### src/common/fmc_defines.vh
// Register map, command codes, array operations and reset values of the flash controller
`ifndef FMC_DEFINES_VH
`define FMC_DEFINES_VH

// ----------------------------------------------------------------
// Register offsets
// ----------------------------------------------------------------
`define FMC_ADDR_CMD 8'hB9
`define FMC_ADDR_KEY 8'hBA
`define FMC_ADDR_PKEY 8'hBB
`define FMC_ADDR_DATA 8'hBC
`define FMC_ADDR_WEP_LOW 8'hBD
`define FMC_ADDR_WEP_MID 8'hBE
`define FMC_ADDR_RDP 8'hBF
`define FMC_ADDR_ALOW 8'hC6
`define FMC_ADDR_AHIGH 8'hC7

// ----------------------------------------------------------------
// Reset values
// ----------------------------------------------------------------
`define FMC_RST_CMD 8'h00
`define FMC_RST_KEY 8'hFF
`define FMC_RST_PKEY 8'hFF
`define FMC_RST_DATA 8'h00
`define FMC_RST_PROT 8'hFF
`define FMC_RST_ADDR 8'h00

// ----------------------------------------------------------------
// Access key and protection storage
// ----------------------------------------------------------------
`define FMC_ACCESS_KEY 8'h3B
`define FMC_BLANK_KEY 8'hFF
`define FMC_PROT_BASE 14'h3FFA
`define FMC_PROT_LAST 3'h5
`define FMC_PAGES 32
`define FMC_PAGE_BYTES 512
`define FMC_TOP_PAGE 5'h1F

// ----------------------------------------------------------------
// Command codes
// ----------------------------------------------------------------
`define FMC_CMD_NONE 8'h00
`define FMC_CMD_WRITE 8'h01
`define FMC_CMD_EPAGE 8'h02
`define FMC_CMD_EALL 8'h03
`define FMC_CMD_READ 8'h04
`define FMC_CMD_EWRITE 8'h05
`define FMC_CMD_PROTECT 8'h08

// ----------------------------------------------------------------
// Array operations
// ----------------------------------------------------------------
`define FMC_OP_READ 2'h0
`define FMC_OP_PROG 2'h1
`define FMC_OP_EPAGE 2'h2
`define FMC_OP_EALL 2'h3

`endif

### src/verilog/fmc_ctrl.v
// Flash memory controller: register file, command sequencer and protection handling
`timescale 1ns/100ps
`default_nettype none
`include "fmc_defines.vh"

module fmc_ctrl (
    input wire clk,
    input wire rst,
    input wire [7:0] sfr_addr,
    input wire sfr_wr,
    input wire [7:0] sfr_wdata,
    input wire sfr_rd,
    output wire [7:0] sfr_rdata,
    output wire pc_hold,
    output wire irq_defer,
    output wire arr_req,
    output wire [1:0] arr_op,
    output wire [13:0] arr_addr,
    output wire [7:0] arr_wdata,
    input wire [7:0] arr_rdata,
    input wire arr_ack
);

// ----------------------------------------------------------------
// States
// ----------------------------------------------------------------
localparam S_BOOT = 2'h0;
localparam S_IDLE = 2'h1;
localparam S_REQ = 2'h2;
localparam S_WAIT = 2'h3;

// ----------------------------------------------------------------
// Registers
// ----------------------------------------------------------------
reg [7:0] cmd_q;
reg [7:0] key_q;
reg [7:0] pkey_q;
reg [7:0] data_q;
reg [7:0] wep_low_q;
reg [7:0] wep_mid_q;
reg [7:0] rdp_q;
reg [7:0] alow_q;
reg [7:0] ahigh_q;
reg [7:0] rdata_q;
reg [1:0] state_q;
reg [7:0] op_q;
reg step_q;
reg [2:0] idx_q;
reg busy_q;
reg req_q;
reg [1:0] aop_q;
reg [13:0] aaddr_q;
reg [7:0] awdata_q;
reg [7:0] stored_key_q;
reg [31:0] we_eff_q;
reg [7:0] rd_eff_q;

wire [13:0] byte_addr;
wire we_ok;
wire all_ok;
wire rd_ok;
wire key_ok;
wire prot_ok;
wire cmd_wr;
wire img_wipe;
reg start_ok;

assign byte_addr = {ahigh_q[5:0], alow_q};
assign key_ok = (key_q == `FMC_ACCESS_KEY);
// Blank stored key means no comparison is made
assign prot_ok = (stored_key_q == `FMC_BLANK_KEY) || (pkey_q == stored_key_q);
// Command writes during boot or a running operation are dropped like any other write
assign cmd_wr = sfr_wr && (sfr_addr == `FMC_ADDR_CMD) && (state_q == S_IDLE);
// Mass erase or a top page erase blanks the stored image, so the live copy must follow
assign img_wipe = (state_q == S_WAIT) && arr_ack
    && ((aop_q == `FMC_OP_EALL) || ((aop_q == `FMC_OP_EPAGE) && (aaddr_q[13:9] == `FMC_TOP_PAGE)));

assign sfr_rdata = rdata_q;
// Both stall outputs share one flop so they can never disagree
assign pc_hold = busy_q;
assign irq_defer = busy_q;
assign arr_req = req_q;
assign arr_op = aop_q;
assign arr_addr = aaddr_q;
assign arr_wdata = awdata_q;

// ----------------------------------------------------------------
// Protection lookup
// ----------------------------------------------------------------
// Page index is the top five bits of the byte address
fmc_prot_check u_prot (
    .page(byte_addr[13:9]),
    .we_bits(we_eff_q),
    .rd_bits(rd_eff_q),
    .we_ok(we_ok),
    .all_ok(all_ok),
    .rd_ok(rd_ok)
);

// ----------------------------------------------------------------
// Command acceptance
// ----------------------------------------------------------------
// Refused commands still store the code and re-arm the key
always @* begin
    start_ok = 1'b0;
    if (key_ok) begin
        case (sfr_wdata)
            `FMC_CMD_WRITE: start_ok = we_ok;
            `FMC_CMD_EPAGE: start_ok = we_ok;
            `FMC_CMD_EALL: start_ok = all_ok;
            `FMC_CMD_READ: start_ok = rd_ok;
            `FMC_CMD_EWRITE: start_ok = we_ok;
            `FMC_CMD_PROTECT: start_ok = prot_ok;
            default: start_ok = 1'b0;
        endcase
    end
end

// Protection image byte for each slot of the storage area
function [7:0] prot_byte;
    input [2:0] idx;
    input [7:0] pkey;
    input [7:0] wl;
    input [7:0] wm;
    input [7:0] al;
    input [7:0] ah;
    input [7:0] rp;
    begin
        case (idx)
            3'h0: prot_byte = pkey;
            3'h1: prot_byte = wl;
            3'h2: prot_byte = wm;
            3'h3: prot_byte = al;
            3'h4: prot_byte = ah;
            default: prot_byte = rp;
        endcase
    end
endfunction

// ----------------------------------------------------------------
// Register reads
// ----------------------------------------------------------------
// Read data is registered, so it follows the read strobe by one cycle
always @(posedge clk or posedge rst) begin
    if (rst) begin
        rdata_q <= 8'h00;
    end else if (sfr_rd) begin
        case (sfr_addr)
            `FMC_ADDR_CMD: rdata_q <= cmd_q;
            `FMC_ADDR_KEY: rdata_q <= key_q;
            `FMC_ADDR_PKEY: rdata_q <= pkey_q;
            `FMC_ADDR_DATA: rdata_q <= data_q;
            `FMC_ADDR_WEP_LOW: rdata_q <= wep_low_q;
            `FMC_ADDR_WEP_MID: rdata_q <= wep_mid_q;
            `FMC_ADDR_RDP: rdata_q <= rdp_q;
            `FMC_ADDR_ALOW: rdata_q <= alow_q;
            `FMC_ADDR_AHIGH: rdata_q <= ahigh_q;
            default: rdata_q <= 8'h00;
        endcase
    end
end

// ----------------------------------------------------------------
// Register writes
// ----------------------------------------------------------------
// Writes are ignored while busy; the core is stalled then anyway
always @(posedge clk or posedge rst) begin
    if (rst) begin
        cmd_q <= `FMC_RST_CMD;
        key_q <= `FMC_RST_KEY;
        pkey_q <= `FMC_RST_PKEY;
        wep_low_q <= `FMC_RST_PROT;
        wep_mid_q <= `FMC_RST_PROT;
        rdp_q <= `FMC_RST_PROT;
        alow_q <= `FMC_RST_ADDR;
        ahigh_q <= `FMC_RST_ADDR;
    end else if (sfr_wr && state_q == S_IDLE) begin
        case (sfr_addr)
            `FMC_ADDR_CMD: begin
                cmd_q <= sfr_wdata;
                key_q <= `FMC_RST_KEY;
            end
            `FMC_ADDR_KEY: key_q <= sfr_wdata;
            `FMC_ADDR_PKEY: pkey_q <= sfr_wdata;
            `FMC_ADDR_WEP_LOW: wep_low_q <= sfr_wdata;
            `FMC_ADDR_WEP_MID: wep_mid_q <= sfr_wdata;
            `FMC_ADDR_RDP: rdp_q <= sfr_wdata;
            `FMC_ADDR_ALOW: alow_q <= sfr_wdata;
            `FMC_ADDR_AHIGH: ahigh_q <= sfr_wdata;
            // Data register lives in the sequencer, which also loads it on reads
            default: ;
        endcase
    end
end

// ----------------------------------------------------------------
// Sequencer
// ----------------------------------------------------------------
// After reset the protection image is read back from flash before any command
always @(posedge clk or posedge rst) begin
    if (rst) begin
        state_q <= S_BOOT;
        op_q <= `FMC_CMD_NONE;
        step_q <= 1'b0;
        idx_q <= 3'h0;
        busy_q <= 1'b1;
        req_q <= 1'b0;
        aop_q <= `FMC_OP_READ;
        aaddr_q <= 14'h0000;
        awdata_q <= 8'h00;
        data_q <= `FMC_RST_DATA;
        stored_key_q <= `FMC_BLANK_KEY;
        we_eff_q <= 32'hFFFFFFFF;
        rd_eff_q <= `FMC_RST_PROT;
    end else begin
        case (state_q)
            S_BOOT: begin
                op_q <= `FMC_CMD_NONE;
                idx_q <= 3'h0;
                state_q <= S_REQ;
            end
            S_IDLE: begin
                if (sfr_wr && sfr_addr == `FMC_ADDR_DATA) begin
                    data_q <= sfr_wdata;
                end
                if (cmd_wr && start_ok) begin
                    op_q <= sfr_wdata;
                    step_q <= 1'b0;
                    // Key slot is programmed only while still blank
                    idx_q <= (stored_key_q == `FMC_BLANK_KEY) ? 3'h0 : 3'h1;
                    busy_q <= 1'b1;
                    state_q <= S_REQ;
                end
            end
            S_REQ: begin
                req_q <= 1'b1;
                awdata_q <= data_q;
                aaddr_q <= byte_addr;
                case (op_q)
                    `FMC_CMD_NONE: begin
                        aop_q <= `FMC_OP_READ;
                        aaddr_q <= `FMC_PROT_BASE + {11'h000, idx_q};
                    end
                    `FMC_CMD_WRITE: aop_q <= `FMC_OP_PROG;
                    `FMC_CMD_EPAGE: aop_q <= `FMC_OP_EPAGE;
                    `FMC_CMD_EALL: aop_q <= `FMC_OP_EALL;
                    `FMC_CMD_READ: aop_q <= `FMC_OP_READ;
                    `FMC_CMD_EWRITE: aop_q <= step_q ? `FMC_OP_PROG : `FMC_OP_EPAGE;
                    `FMC_CMD_PROTECT: begin
                        aop_q <= `FMC_OP_PROG;
                        aaddr_q <= `FMC_PROT_BASE + {11'h000, idx_q};
                        awdata_q <= prot_byte(idx_q, pkey_q, wep_low_q, wep_mid_q,
                            alow_q, ahigh_q, rdp_q);
                    end
                    default: aop_q <= `FMC_OP_READ;
                endcase
                state_q <= S_WAIT;
            end
            S_WAIT: begin
                if (arr_ack) begin
                    req_q <= 1'b0;
                    state_q <= S_IDLE;
                    busy_q <= 1'b0;
                    case (op_q)
                        `FMC_CMD_NONE: begin
                            case (idx_q)
                                3'h0: stored_key_q <= arr_rdata;
                                3'h1: we_eff_q[7:0] <= arr_rdata;
                                3'h2: we_eff_q[15:8] <= arr_rdata;
                                3'h3: we_eff_q[23:16] <= arr_rdata;
                                3'h4: we_eff_q[31:24] <= arr_rdata;
                                default: rd_eff_q <= arr_rdata;
                            endcase
                            if (idx_q != `FMC_PROT_LAST) begin
                                idx_q <= idx_q + 3'h1;
                                busy_q <= 1'b1;
                                state_q <= S_REQ;
                            end
                        end
                        `FMC_CMD_READ: data_q <= arr_rdata;
                        `FMC_CMD_EWRITE: begin
                            if (!step_q) begin
                                step_q <= 1'b1;
                                busy_q <= 1'b1;
                                state_q <= S_REQ;
                            end
                        end
                        `FMC_CMD_PROTECT: begin
                            // Programming only clears bits, so the live image is ANDed
                            case (idx_q)
                                3'h0: stored_key_q <= pkey_q;
                                3'h1: we_eff_q[7:0] <= we_eff_q[7:0] & wep_low_q;
                                3'h2: we_eff_q[15:8] <= we_eff_q[15:8] & wep_mid_q;
                                3'h3: we_eff_q[23:16] <= we_eff_q[23:16] & alow_q;
                                3'h4: we_eff_q[31:24] <= we_eff_q[31:24] & ahigh_q;
                                default: rd_eff_q <= rd_eff_q & rdp_q;
                            endcase
                            if (idx_q != `FMC_PROT_LAST) begin
                                idx_q <= idx_q + 3'h1;
                                busy_q <= 1'b1;
                                state_q <= S_REQ;
                            end
                        end
                        default: ;
                    endcase
                end
            end
            default: state_q <= S_IDLE;
        endcase
        // Erased image reads back blank; a byte program into the image waits for the next boot
        if (img_wipe) begin
            stored_key_q <= `FMC_BLANK_KEY;
            we_eff_q <= 32'hFFFFFFFF;
            rd_eff_q <= `FMC_RST_PROT;
        end
    end
end

endmodule

`default_nettype wire

### src/verilog/fmc_prot_check.v
// Page protection lookup for write/erase and read access
`timescale 1ns/100ps
`default_nettype none

module fmc_prot_check (
    input wire [4:0] page,
    input wire [31:0] we_bits,
    input wire [7:0] rd_bits,
    output wire we_ok,
    output wire all_ok,
    output wire rd_ok
);

// ----------------------------------------------------------------
// Lookup
// ----------------------------------------------------------------
// A cleared bit means the page is protected
assign we_ok = we_bits[page];
// Mass erase is refused while any page is protected
assign all_ok = &we_bits;
// Read groups are four pages wide
assign rd_ok = rd_bits[page[4:2]];

endmodule

`default_nettype wire

### config.mk
export PLATFORM = sky130hd
export DESIGN_NAME = fmc_ctrl
export DESIGN_NICKNAME = d
export VERILOG_FILES = /design/src/verilog/fmc_ctrl.v /design/src/verilog/fmc_prot_check.v
export VERILOG_INCLUDE_DIRS = /design/src /design/src/common
export SDC_FILE = /design/constraint.sdc
export NUM_CORES = 1
export LEC_CHECK = 0
export BUFFER_PORTS_ARGS = -buffer_cell sky130_fd_sc_hd__buf_2
export CAP_MARGIN = 5
export CORE_ASPECT_RATIO = 1.5
export CORE_MARGIN = 4
export CORE_UTILIZATION = 50
export CTS_CLUSTER_DIAMETER = 100
export DETAILED_ROUTE_END_ITERATION = 8
export PLACE_DENSITY_LB_ADDON = 0.3
export SETUP_SLACK_MARGIN = 0.2
export SKIP_CTS_REPAIR_TIMING = 1
export SYNTH_ARGS = -nofsm -noshare
export SYNTH_HDL_FRONTEND = slang
export SYNTH_SLANG_ARGS = --single-unit
### constraint.sdc
create_clock -name clk -period 7.77 [get_ports clk]
set_input_delay 0.3885 -clock clk [delete_from_list [all_inputs] [get_ports clk]]
set_output_delay 0.3885 -clock clk [all_outputs]
set_load 0.05 [all_outputs]
Word-level counts from Yosys, hierarchy flattened --
Cells that the tools add are included.
Cells by class: $add $sub $neg 2, eq/ne operators 54, bitwise logic cells 5, $lt $le $gt $ge 2, multiplexer cells 66, reduce and logical (&&, ||, !) cells 47
Operators with widths (number):
- $mux 8 | 23
- $mux 32 | 3
- $eq 8x8->1 const B | 10
- $pmux 8 s2 | 5
- $pmux 8 s9 | 1
- $pmux 32 s2 | 1
- $and 8x8->8 | 5
- $pmux 8 s5 | 1
- $reduce_and 5->1 | 7
- $eq 8x2->1 const B | 4
- $eq 8x3->1 const B | 4
- $reduce_and 32->1 | 1
- $ne 3x3->1 const B | 8
- $reduce_and 2->1 | 11
- $eq 8x1->1 const B | 2
- $eq 8x4->1 const B | 2
- $pmux 2 s4 | 2
- $ne 3x2->1 const B | 5
- $mux 14 | 1
- $mux 1 | 12
- $mux 3 | 4
- $reduce_bool 2->1 | 6
- $ne 2x1->1 const B | 5
- $pmux 3 s3 | 1
- other kinds (30) | 52
Storage, ports and cells: bits in registers 168, input bits 29

Longest topological paths before layout --
Gate-level depths: netlist of the first run.
depth in word-level cells 7, depth in mapped cells 9, depth with buffers taken out 8

Hierarchy --
A second synthesis of the first run with hierarchy kept.
Second synthesis, totals: cell total of the unflattened synthesis 879, area total of the unflattened synthesis 8907.3 µm²
By module, submodules not included:
- fmc_ctrl | area an instance 8456.9 µm², instances 1, cells an instance 824
- fmc_prot_check | area an instance 450.4 µm², instances 1, cells an instance 55

Worst setup path before layout of the first run --
No wires, ideal clock.
kind reg-to-reg, from reg idx_q[0], to reg rd_eff_q[0], path slack 5.478 ns, setup time 0.092 ns, period minus slack after synthesis 2.292 ns, stages on the path, launching flop included 10, buffers on the path 2, arrival 2.199 ns, cells stage by stage dfrtp_1 inv_1 ha_1 clkbuf_1 or2_2 a211oi_2 a21oi_1 clkbuf_1 a21oi_1 o22ai_1
On the way: cells in the longest elaborated chain, start to end 4
RTL lines:
- start, declared | line fmc_ctrl.v:48 | reg [2:0] idx_q;
- start signal, assigned | line fmc_ctrl.v:230 | idx_q <= (stored_key_q == `FMC_BLANK_KEY) ? 3'h0 : 3'h1;
- start signal, assigned | line fmc_ctrl.v:275 | idx_q <= idx_q + 3'h1;
- start signal, assigned | line fmc_ctrl.v:299 | idx_q <= idx_q + 3'h1;
- $eq 3x3->1, or another cell as far along | line fmc_ctrl.v:266, fmc_ctrl.v:290
- $reduce_or 5->1 (no source line) *
- $ne 3x3->1 (no source line)
- $reduce_and 5->1 (no source line) *
- end signal, assigned | line fmc_ctrl.v:272 | default: rd_eff_q <= arr_rdata;
- end signal, assigned | line fmc_ctrl.v:296 | default: rd_eff_q <= rd_eff_q & rdp_q;
- end signal, assigned | line fmc_ctrl.v:314 | rd_eff_q <= `FMC_RST_PROT;
- end, declared | line fmc_ctrl.v:56 | reg [7:0] rd_eff_q;
Every way passes the cells marked *; elsewhere a longest branch is shown, timed or not. A chain may end at the register's enable or synchronous reset.

Worst setup path after layout of the first run --
from reg op_q[5], to reg we_eff_q[12]
On the way: cells in the longest elaborated chain, start to end 5
RTL lines:
- start, declared | line fmc_ctrl.v:46 | reg [7:0] op_q;
- start signal, assigned | line fmc_ctrl.v:203 | op_q <= `FMC_CMD_NONE;
- start signal, assigned | line fmc_ctrl.v:218 | op_q <= `FMC_CMD_NONE;
- start signal, assigned | line fmc_ctrl.v:227 | op_q <= sfr_wdata;
- $eq 8x4->1 / $logic_not 8->1 (equally long branches) | line fmc_ctrl.v:264 | case (op_q)
- $pmux 32 s2 | line fmc_ctrl.v:264
- $mux 32 | line fmc_ctrl.v:260 | if (arr_ack) begin
- $mux 32 | line fmc_ctrl.v:216 | case (state_q)
- $mux 32 | line fmc_ctrl.v:311 | if (img_wipe) begin
- end signal, assigned | line fmc_ctrl.v:269 | 3'h2: we_eff_q[15:8] <= arr_rdata;
- end signal, assigned | line fmc_ctrl.v:293 | 3'h2: we_eff_q[15:8] <= we_eff_q[15:8] & wep_mid_q;
- end, declared | line fmc_ctrl.v:55 | reg [31:0] we_eff_q;
Parallel ways exist; a longest one is shown, timed or not. The select of a mux whose other input is x is not followed.

==> results of run 1 <==
[stage by stage]
step	hold slack, ps	worst slack, ps
global route	233	4390
CTS	191	4760
floorplan	442	2980
global placement	451	4870
finish	147	4690
detailed placement	456	4790
[cells in the final DEF (no fill, tap or decap), types with 5 or more instances in the layout]
cell type / instances
o2111ai_1: 6
nand4_1: 16
nor3_1: 9
and3_1: 7
ha_1: 6
a21boi_0: 5
dfstp_2: 89
a221o_1: 5
nor3_2: 6
nor4_1: 8
clkbuf_16: 17
o21ai_0: 38
a211oi_1: 5
nand3_1: 7
mux2i_1: 28
nor2_1: 54
a22oi_1: 25
a21oi_1: 93
dfrtp_1: 79
a222oi_1: 9
inv_1: 57
mux4_2: 6
nor2b_1: 6
xnor2_1: 8
mux2_2: 62
nand2_1: 57
buf_2: 63
a31oi_1: 10
o22ai_1: 55
[cells by family after synthesis]
kind of cell	synth area share, %
compound gates	19.7
fa+ha+maj	0.853
xor+xnor	0.797
simple gates	11.2
mux	13.2
flops	49.1
buf+inv	5.19
[power by group through the flow]
stage / Clock, µW / Combinational [µW] / Sequential, µW
finish: 834 / 1010 / 1350
global placement: 0 / 984 / 1360
detailed placement: 0 / 1000 / 1360
global route: 879 / 1100 / 1380
CTS: 844 / 1010 / 1350
floorplan: 0 / 604 / 1470
[worst min path at each step]
stage / slack, ps / endpoint / startpoint
after floorplan: 440 / rd_eff_q[3] / rd_eff_q[3]
after global placement: 450 / rd_eff_q[1] / rd_eff_q[1]
after detailed placement: 460 / rd_eff_q[1] / rd_eff_q[1]
after CTS: 190 / arr_op[0] / rst
after global routing: 230 / op_q[6] / rst
final: 150 / arr_op[0] / rst
[critical path: cells and delay by family, from the launching register on]
family / cells / cell delay, ps
flops: 1 / 390
compound gates: 3 / 780
simple gates: 3 / 1790
[cell type report]
class / count / area [µm²] / share of cell area (%)
Clock buffer: 21 / 460 / 4.73
Clock inverter: 11 / 115 / 1.18
Inverter: 58 / 223 / 2.29
Multi-Input combinational cell: 585 / 4030 / 41.3
Sequential cell: 168 / 4320 / 44.3
Tap cell: 213 / 267 / 2.74
Timing Repair Buffer: 66 / 338 / 3.47
[metal layers]
layer | track usage [%] | part of all wire [%] | vias to the layer above
li1 | - | - | 3248
met1 | 36.0 | 37 | 3602
met2 | 45.4 | 48 | 375
met3 | 6.23 | 7.8 | 102
met4 | 20.1 | 7.4 | 0
met5 | 0 | 0 | -
[Yosys cell counts, types with 6 or more instances]
cell type	instances	area, µm²
and3_1	7	43.8
o21ai_0	38	190
clkbuf_1	46	173
nand4_1	16	100
o2111ai_1	6	52.6
mux2i_1	28	280
dfrtp_1	79	1980
o22ai_1	55	344
nand2_1	57	214
nor4_1	8	50.1
nor2b_1	6	37.5
mux4_2	6	135
a31oi_1	10	62.6
nor3_1	9	45.0
mux2_2	62	698
ha_1	6	75.1
nor2_1	54	203
inv_1	58	218
a21oi_1	93	465
xnor2_1	8	70.1
a222oi_1	9	90.1
nor3_2	6	60.1
a22oi_1	25	188
nand3_1	7	35.0
dfstp_2	89	2340
==> impl_metrics.py, run 1 <==
metrics = {
    "synth": {
        "synth.avg_cell_area_um2": 10.1,
        "synth_edf_count": 0,
        "ys_warn_count": 0,
        "synth_cell_types": 60,
        "synthCells": 869,
        "synthArstFlopShare_pct": 100,
        "ys_seq_elements": 168,
        "syn_nets": 904,
        "ys_seq_area_share_pct": 49.1,
        "syn_area_mm2": 0.00880,
        "synthFlopType": "dfstp_2",
    },
    "grt": {
        "grt_pass1_wl_mm": 42.7,
        "grt_pass1_vias": 7252,
        "track_usage_pct": 29.2,
        "grt_max_degree": 102,
        "overflow": 0,
        "antenna_found_initial": 0,
    },
    "power": {
        "power.total_uw": 3200,
        "power_frac_clock_pct": 26.1,
        "seqPwrFrac_pct": 42.3,
        "pwr_density_cell_mw_per_mm2": 328,
        "p_int_uw": 1950,
        "p_leak_uw": 0.00404,
        "ir_drop_uv": 289,
        "power_frac_comb_pct": 31.6,
        "sw_frac_of_total_pct": 39.1,
        "p_switching_uw": 1250,
    },
    "finish": {
        "n_antenna_cell": 0,
        "syn2layout_area_growth_pct": 10.8,
        "fillers": 1573,
        "fin_util_pct": 56.2,
        "largest-register": "we_eff_q",
        "fin_area_mm2": 0.00974,
        "drive_gt1_share_pct": 29.6,
        "stdcell_count": 1122,
        "largest_reg_flops": 32,
        "num-nets-final": 931,
    },
    "route": {
        "vias_per_cell": 6.53,
        "vias": 7327,
        "drc_errors": 0,
        "ant_nets": 0,
        "wl_mm": 28.0,
        "drt_iter0_drc": 768,
        "wl_per_cell_um": 25.0,
        "first_pass_iters": 8,
    },
    "die": {
        "rows": 59,
        "pin_count": 64,
        "core_mm2": 0.0173,
        "start_util_pct": 50.7,
        "die_h_um": 170,
        "dieArea_mm2": 0.0198,
        "die_w_um": 116,
    },
    "timing": {
        "min_period_ps": 3080,
        "timing.final.crit_share_pct": 39.6,
        "final.setup.tns_ps": 0,
        "fin_skew_ps": 7.28,
        "drv_slew": 0,
        "max_freq_mhz": 325,
        "rsz0062_at_grt": "false",
        "finalSetupViolCount": 0,
        "tightest_slew_ps": 1270,
        "hold_viol": 0,
        "max-slew-margin-rel_pct": 15.5,
    },
    "cts": {
        "cts_root_buffer": "clkbuf_16",
        "cts_tree": "done",
        "clkTransAtPathRegs_ps": 70,
        "clock_path_buffers": 2,
        "htree_num_levels": 4,
        "cts_buffers": 17,
        "clkSinkCount": 168,
        "clock_latency_ps": 440,
    },
    "worst_setup_path": {
        "r2r_cells": 6,
        "rrSetupSlack_ps": 4690,
        "timing.critical_path.to": "we_eff_q[12]",
        "slowest_stage": "nand3_1",
        "start_kind": "flop",
        "crit_chain": "nor4_1 > nand3_1 > nor3_1 > a21oi_1 > a21oi_1 > o22ai_1",
        "path_max_fanout": 19,
        "r2r_end": "we_eff_q[12]",
        "arrival_ps": 3410,
        "crit_required_ps": 8090,
        "r2r_start": "op_q[5]",
        "worstSetupStartpoint": "op_q[5]",
        "cp_common_cell": "a21oi_1",
        "worstSetupPathType": "reg2reg",
        "max_stage_delay_ps": 670,
        "crit_path_end_kind": "flop",
    },
    "status": {
        "status": "completed",
    },
    "worst_hold_path": {
        "hold_class": "in2async",
    },
    "placed_design": {
        "dpl-instance-area_mm2": 0.00917,
        "dp.cells": 1090,
        "gp_congestion": 0.958,
        "numPortBuffers": 63,
        "place_hpwl_mm": 19.4,
    },
    "flow_run": {
        "drv_cap": 0,
    },
}
Note: power is estimated with default switching activity, not from simulation.
==> run 2, diff against run 1 <==
==> constraint.sdc (replaced) <==
create_clock -name clk -period 3.2 [get_ports clk]
set_input_delay 0.16 -clock clk [delete_from_list [all_inputs] [get_ports clk]]
set_output_delay 0.16 -clock clk [all_outputs]
set_load 0.05 [all_outputs]
==> run 2 against run 1 <==
  * Setup slack got worse by 4200 ps
  * Sequential share of layout area fell by 0.81 points
  * Register-to-register slack got worse by 4200 ps
  * Highest routed layer unchanged
  * Largest cell class unchanged
==> impl_metrics.py, run 2 (same netlist as run 1, synthesis figures left out) <==
metrics = {
    "finish": {
        "layout_common_cells": "93 x a21oi_1, 89 x dfstp_2, 79 x dfrtp_1",
        "largest_reg_flops": 32,
        "n_antenna_cell": 0,
        "layout_commonest_cell": "a21oi_1",
        "num-nets-final": 957,
        "syn2layout_area_growth_pct": 12.8,
        "largest-register": "we_eff_q",
        "drive_gt1_share_pct": 31.7,
        "fin_util_pct": 57.2,
        "stdcell_count": 1148,
        "fillers": 1516,
    },
    "die": {
        "die_w_um": 116,
        "dieArea_mm2": 0.0198,
        "pin_count": 64,
        "die_h_um": 170,
        "rows": 59,
        "start_util_pct": 50.7,
        "core_mm2": 0.0173,
    },
    "cts": {
        "htree_num_levels": 4,
        "cts_buffers": 17,
        "cts_root_buffer": "clkbuf_16",
        "clock_path_buffers": 2,
        "clock_latency_ps": 440,
        "clkSinkCount": 168,
        "cts_tree": "done",
        "clkTransAtPathRegs_ps": 60,
    },
    "timing": {
        "final.setup.tns_ps": 0,
        "fin_skew_ps": 8.35,
        "timing.final.crit_share_pct": 84.5,
        "max_freq_mhz": 370,
        "hold_slack_ps": 20.4,
        "hold_viol": 0,
        "drv_slew": 0,
        "rsz0062_at_grt": "false",
        "max-slew-margin-rel_pct": 15.0,
        "finalSetupViolCount": 0,
        "min_period_ps": 2700,
        "tightest_slew_ps": 1280,
    },
    "power": {
        "pwr_density_cell_mw_per_mm2": 778,
        "p_leak_uw": 0.00415,
        "ir_drop_uv": 619,
    },
    "worst_setup_path": {
        "path_max_fanout": 13,
        "r2r_end": "op_q[5]",
        "start_kind": "flop",
        "arrival_ps": 2990,
        "r2r_cells": 7,
        "r2r_start": "ahigh_q[1]",
        "crit_required_ps": 3490,
        "worstSetupPathType": "reg2reg",
        "rrSetupSlack_ps": 500,
        "crit_path_end_kind": "flop",
    },
    "route": {
        "drc_errors": 0,
        "vias": 7415,
        "wl_mm": 28.6,
        "wl_per_cell_um": 24.9,
        "ant_nets": 0,
        "first_pass_iters": 7,
        "vias_per_cell": 6.46,
        "drt_iter0_drc": 1033,
    },
    "flow_run": {
        "drv_cap": 0,
    },
    "status": {
        "status": "completed",
    },
    "placed_design": {
        "place_hpwl_mm": 20.1,
        "numPortBuffers": 63,
        "gp_congestion": 1.02,
        "dp.cells": 1116,
    },
    "grt": {
        "overflow": 0,
        "antenna_found_initial": 0,
        "grt_max_degree": 169,
        "grt_pass1_wl_mm": 43.6,
        "grt_pass1_vias": 7294,
        "track_usage_pct": 29.9,
    },
    "worst_hold_path": {
        "hold_class": "in2async",
    },
}
run 2: how the worst max path moves through the flow:
| stage | cells past startpoint | slack [ps] | end | startpoint |
|---|---|---|---|---|
| floorplan | 9 | 910 | rd_eff_q[0] | idx_q[0] |
| global placement | 7 | 660 | op_q[5] | ahigh_q[1] |
| detailed placement | 7 | 560 | op_q[5] | ahigh_q[1] |
| CTS | 7 | 530 | op_q[5] | ahigh_q[1] |
| global route | 7 | 360 | rd_eff_q[5] | idx_q[1] |
| finish | 7 | 500 | op_q[5] | ahigh_q[1] |
run 2: final cells by class:
| cell class | instances | area, µm² | share of cell area [%] |
|---|---|---|---|
| clock buffer | 19 | 443 | 4.46 |
| clock inverter | 13 | 95.1 | 0.958 |
| tap | 213 | 267 | 2.69 |
| inverter | 58 | 221 | 2.23 |
| timing repair buffer | 92 | 558 | 5.62 |
| multi-input combinational | 585 | 4030 | 40.6 |
| sequential | 168 | 4320 | 43.5 |
run 2: per-layer routing:
metal / routed length (µm) / GRT usage (%) / part of all wire, % / vias up
met2: 13700 / 47.0 / 48 / 430
met4: 2120 / 19.3 / 7.4 / 0
met1: 10400 / 37.7 / 37 / 3569
met5: 0 / 0 / 0 / -
met3: 2320 / 5.05 / 8.1 / 110
li1: - / - / - / 3306
run 2: worst max-delay path, cell delays in order, from the launching register on:
cell and delay [ps]:
dfrtp_1 560, buf_4 320, mux2i_1 100, mux4_2 490, a222oi_1 360, nand4bb_1 290
o211ai_1 270, a21boi_0 170
run 2: report_power, final:
group / switching (µW) / total, µW / internal [µW]
Sequential: 427 / 3260 / 2830
Clock: 883 / 1900 / 1020
Combinational: 1700 / 2560 / 853
Total: 3010 / 7720 / 4700
run 2: stage by stage:
stage | instance area (µm²) | setup WS, ps | power, µW
finish | 9920 | 498 | 7720
global placement | 9390 | 661 | 5770
detailed placement | 9390 | 563 | 5820
global route | 9920 | 359 | 8130
floorplan | 8800 | 908 | 5030
CTS | 9920 | 535 | 7710
==> run 3, diff against run 2 <==
==> constraint.sdc (replaced) <==
create_clock -name clk -period 2.5 [get_ports clk]
set_input_delay 0.125 -clock clk [delete_from_list [all_inputs] [get_ports clk]]
set_output_delay 0.125 -clock clk [all_outputs]
set_load 0.05 [all_outputs]
==> run 3 against run 2 <==
  * Combinational power is 34% higher
  * Core utilization grew 2.3 points
  * Wire length up 1.9%
  * Final cell count is 3.2% higher
  * Sequential power grew 28%
  * Cell area is 4.1% higher
  * Sequential share of layout area down 1.7 points
  * Global-route usage is 0.45 points higher
  * Critical endpoint is now op_q[0]
==> impl_metrics.py, run 3 (same netlist as run 1, synthesis figures left out) <==
metrics = {
    "cts": {
        "cts_tree": "done",
        "clkTransAtPathRegs_ps": 70,
        "clock_latency_ps": 430,
        "cts_root_buffer": "clkbuf_16",
        "cts_buffers": 17,
        "htree_num_levels": 4,
        "clkSinkCount": 168,
        "clock_path_buffers": 2,
    },
    "route": {
        "drc_errors": 0,
        "drt_iter0_drc": 765,
        "wl_mm": 29.2,
        "first_pass_iters": 6,
        "vias_per_cell": 6.38,
        "wl_per_cell_um": 24.6,
        "vias": 7560,
        "ant_nets": 0,
    },
    "die": {
        "core_mm2": 0.0173,
        "dieArea_mm2": 0.0198,
        "die_w_um": 116,
        "pin_count": 64,
        "start_util_pct": 50.7,
        "rows": 59,
        "die_h_um": 170,
    },
    "finish": {
        "fillers": 1454,
        "n_antenna_cell": 0,
        "stdcell_count": 1185,
        "fin_area_mm2": 0.0103,
        "layout_common_cells": "89 x a21oi_1, 89 x dfstp_2, 77 x dfrtp_1",
        "syn2layout_area_growth_pct": 17.4,
        "fin_util_pct": 59.5,
        "drive_gt1_share_pct": 35.1,
        "largest-register": "we_eff_q",
        "num-nets-final": 994,
        "largest_reg_flops": 32,
    },
    "timing": {
        "rsz0062_at_grt": "true",
        "max-slew-margin-rel_pct": 42.7,
        "worst_slack_ps": 170,
        "tightest_slew_ps": 853,
        "drv_slew": 0,
        "timing.final.crit_share_pct": 93.2,
        "final.setup.tns_ps": 0,
        "finalSetupViolCount": 0,
        "fin_skew_ps": 10.4,
        "hold_viol": 0,
        "max_freq_mhz": 429,
        "min_period_ps": 2330,
    },
    "worst_hold_path": {
        "hold_class": "in2reg",
        "min_path_cells": 2,
        "hold_start": "sfr_rd",
        "hold_end": "sfr_rdata[0]",
    },
    "power": {
        "pwr_density_cell_mw_per_mm2": 987,
        "p_leak_uw": 0.00437,
        "ir_drop_uv": 994,
    },
    "worst_setup_path": {
        "rrSetupSlack_ps": 170,
        "critPathTopFamily": "multiplexers",
        "critPathBufInv": 1,
        "path_max_fanout": 5,
        "r2r_start": "ahigh_q[1]",
        "worstSetupPathType": "reg2reg",
        "crit_path_end_kind": "flop",
        "crit_chain": "mux4_2 > mux2_4 > or3_4 > nand4b_1 > o21ai_2 > buf_6 > mux2_4",
        "cp_common_cell": "mux2_4",
        "slowest_stage": "mux4_2",
        "r2r_cells": 7,
        "crit_required_ps": 2810,
        "arrival_ps": 2640,
        "crit_cells": 7,
        "max_stage_delay_ps": 510,
        "start_kind": "flop",
        "r2r_end": "op_q[0]",
    },
    "placed_design": {
        "numPortBuffers": 63,
        "gp_congestion": 1.00,
        "place_worst_setup_slack_ps": 111,
        "dpl-instance-area_mm2": 0.00967,
        "place_hpwl_mm": 21.0,
        "dp.cells": 1150,
    },
    "grt": {
        "grt_max_degree": 62,
        "grt_pass1_wl_mm": 44.3,
        "track_usage_pct": 30.3,
        "antenna_found_initial": 0,
        "grt_pass1_vias": 7326,
        "overflow": 0,
    },
    "flow_run": {
        "drv_cap": 0,
    },
    "status": {
        "status": "completed",
    },
}
==> run 3: stage by stage <==
step	hold slack (ps)	power [µW]
2_1_floorplan	277	6440
3_3_place_gp	286	7480
3_5_place_dp	280	7550
4_1_cts	-176	10200
5_1_grt	22.2	10700
6_report	13.7	10200
==> run 3: where the power goes <==
part | internal (µW) | switching (µW)
sequential | 3630 | 540
clock | 1490 | 1110
combinational | 1190 | 2240
total | 6310 | 3880
==> run 3: worst max path at each step <==
stage                            start          end  slack (ps)
after global routing        ahigh_q[1]      op_q[5]         130
after detailed placement  sfr_wdata[7]      op_q[2]         110
after floorplan               idx_q[0]  rd_eff_q[0]         210
final                       ahigh_q[1]      op_q[0]         170
after CTS                   ahigh_q[1]      op_q[5]          90
after global placement      ahigh_q[1]      op_q[0]         150
==> run 3: worst register-to-register path, stage by stage (launching register included) <==
cell      delay [ps]
dfrtp_2          430
mux4_2           510
mux2_4           280
or3_4            330
nand4b_1         120
o21ai_2          100
buf_6            160
mux2_4           290
==> run 3: per-layer routing <==
metal	wire length, µm	GRT usage (%)
met3	2190	4.84
met1	10600	37.2
met4	2110	19.2
met5	0	0
met2	14300	49.3
==> run 3: final cells by class <==
class | instances | area, µm² | share of cell area [%]
clock inverters | 9 | 88.8 | 0.860
clock buffers | 23 | 490 | 4.75
well taps | 213 | 267 | 2.58
repair buffers | 129 | 872 | 8.44
multi-input cells | 585 | 4070 | 39.4
inverters | 58 | 221 | 2.14
flip-flops and latches | 168 | 4320 | 41.8
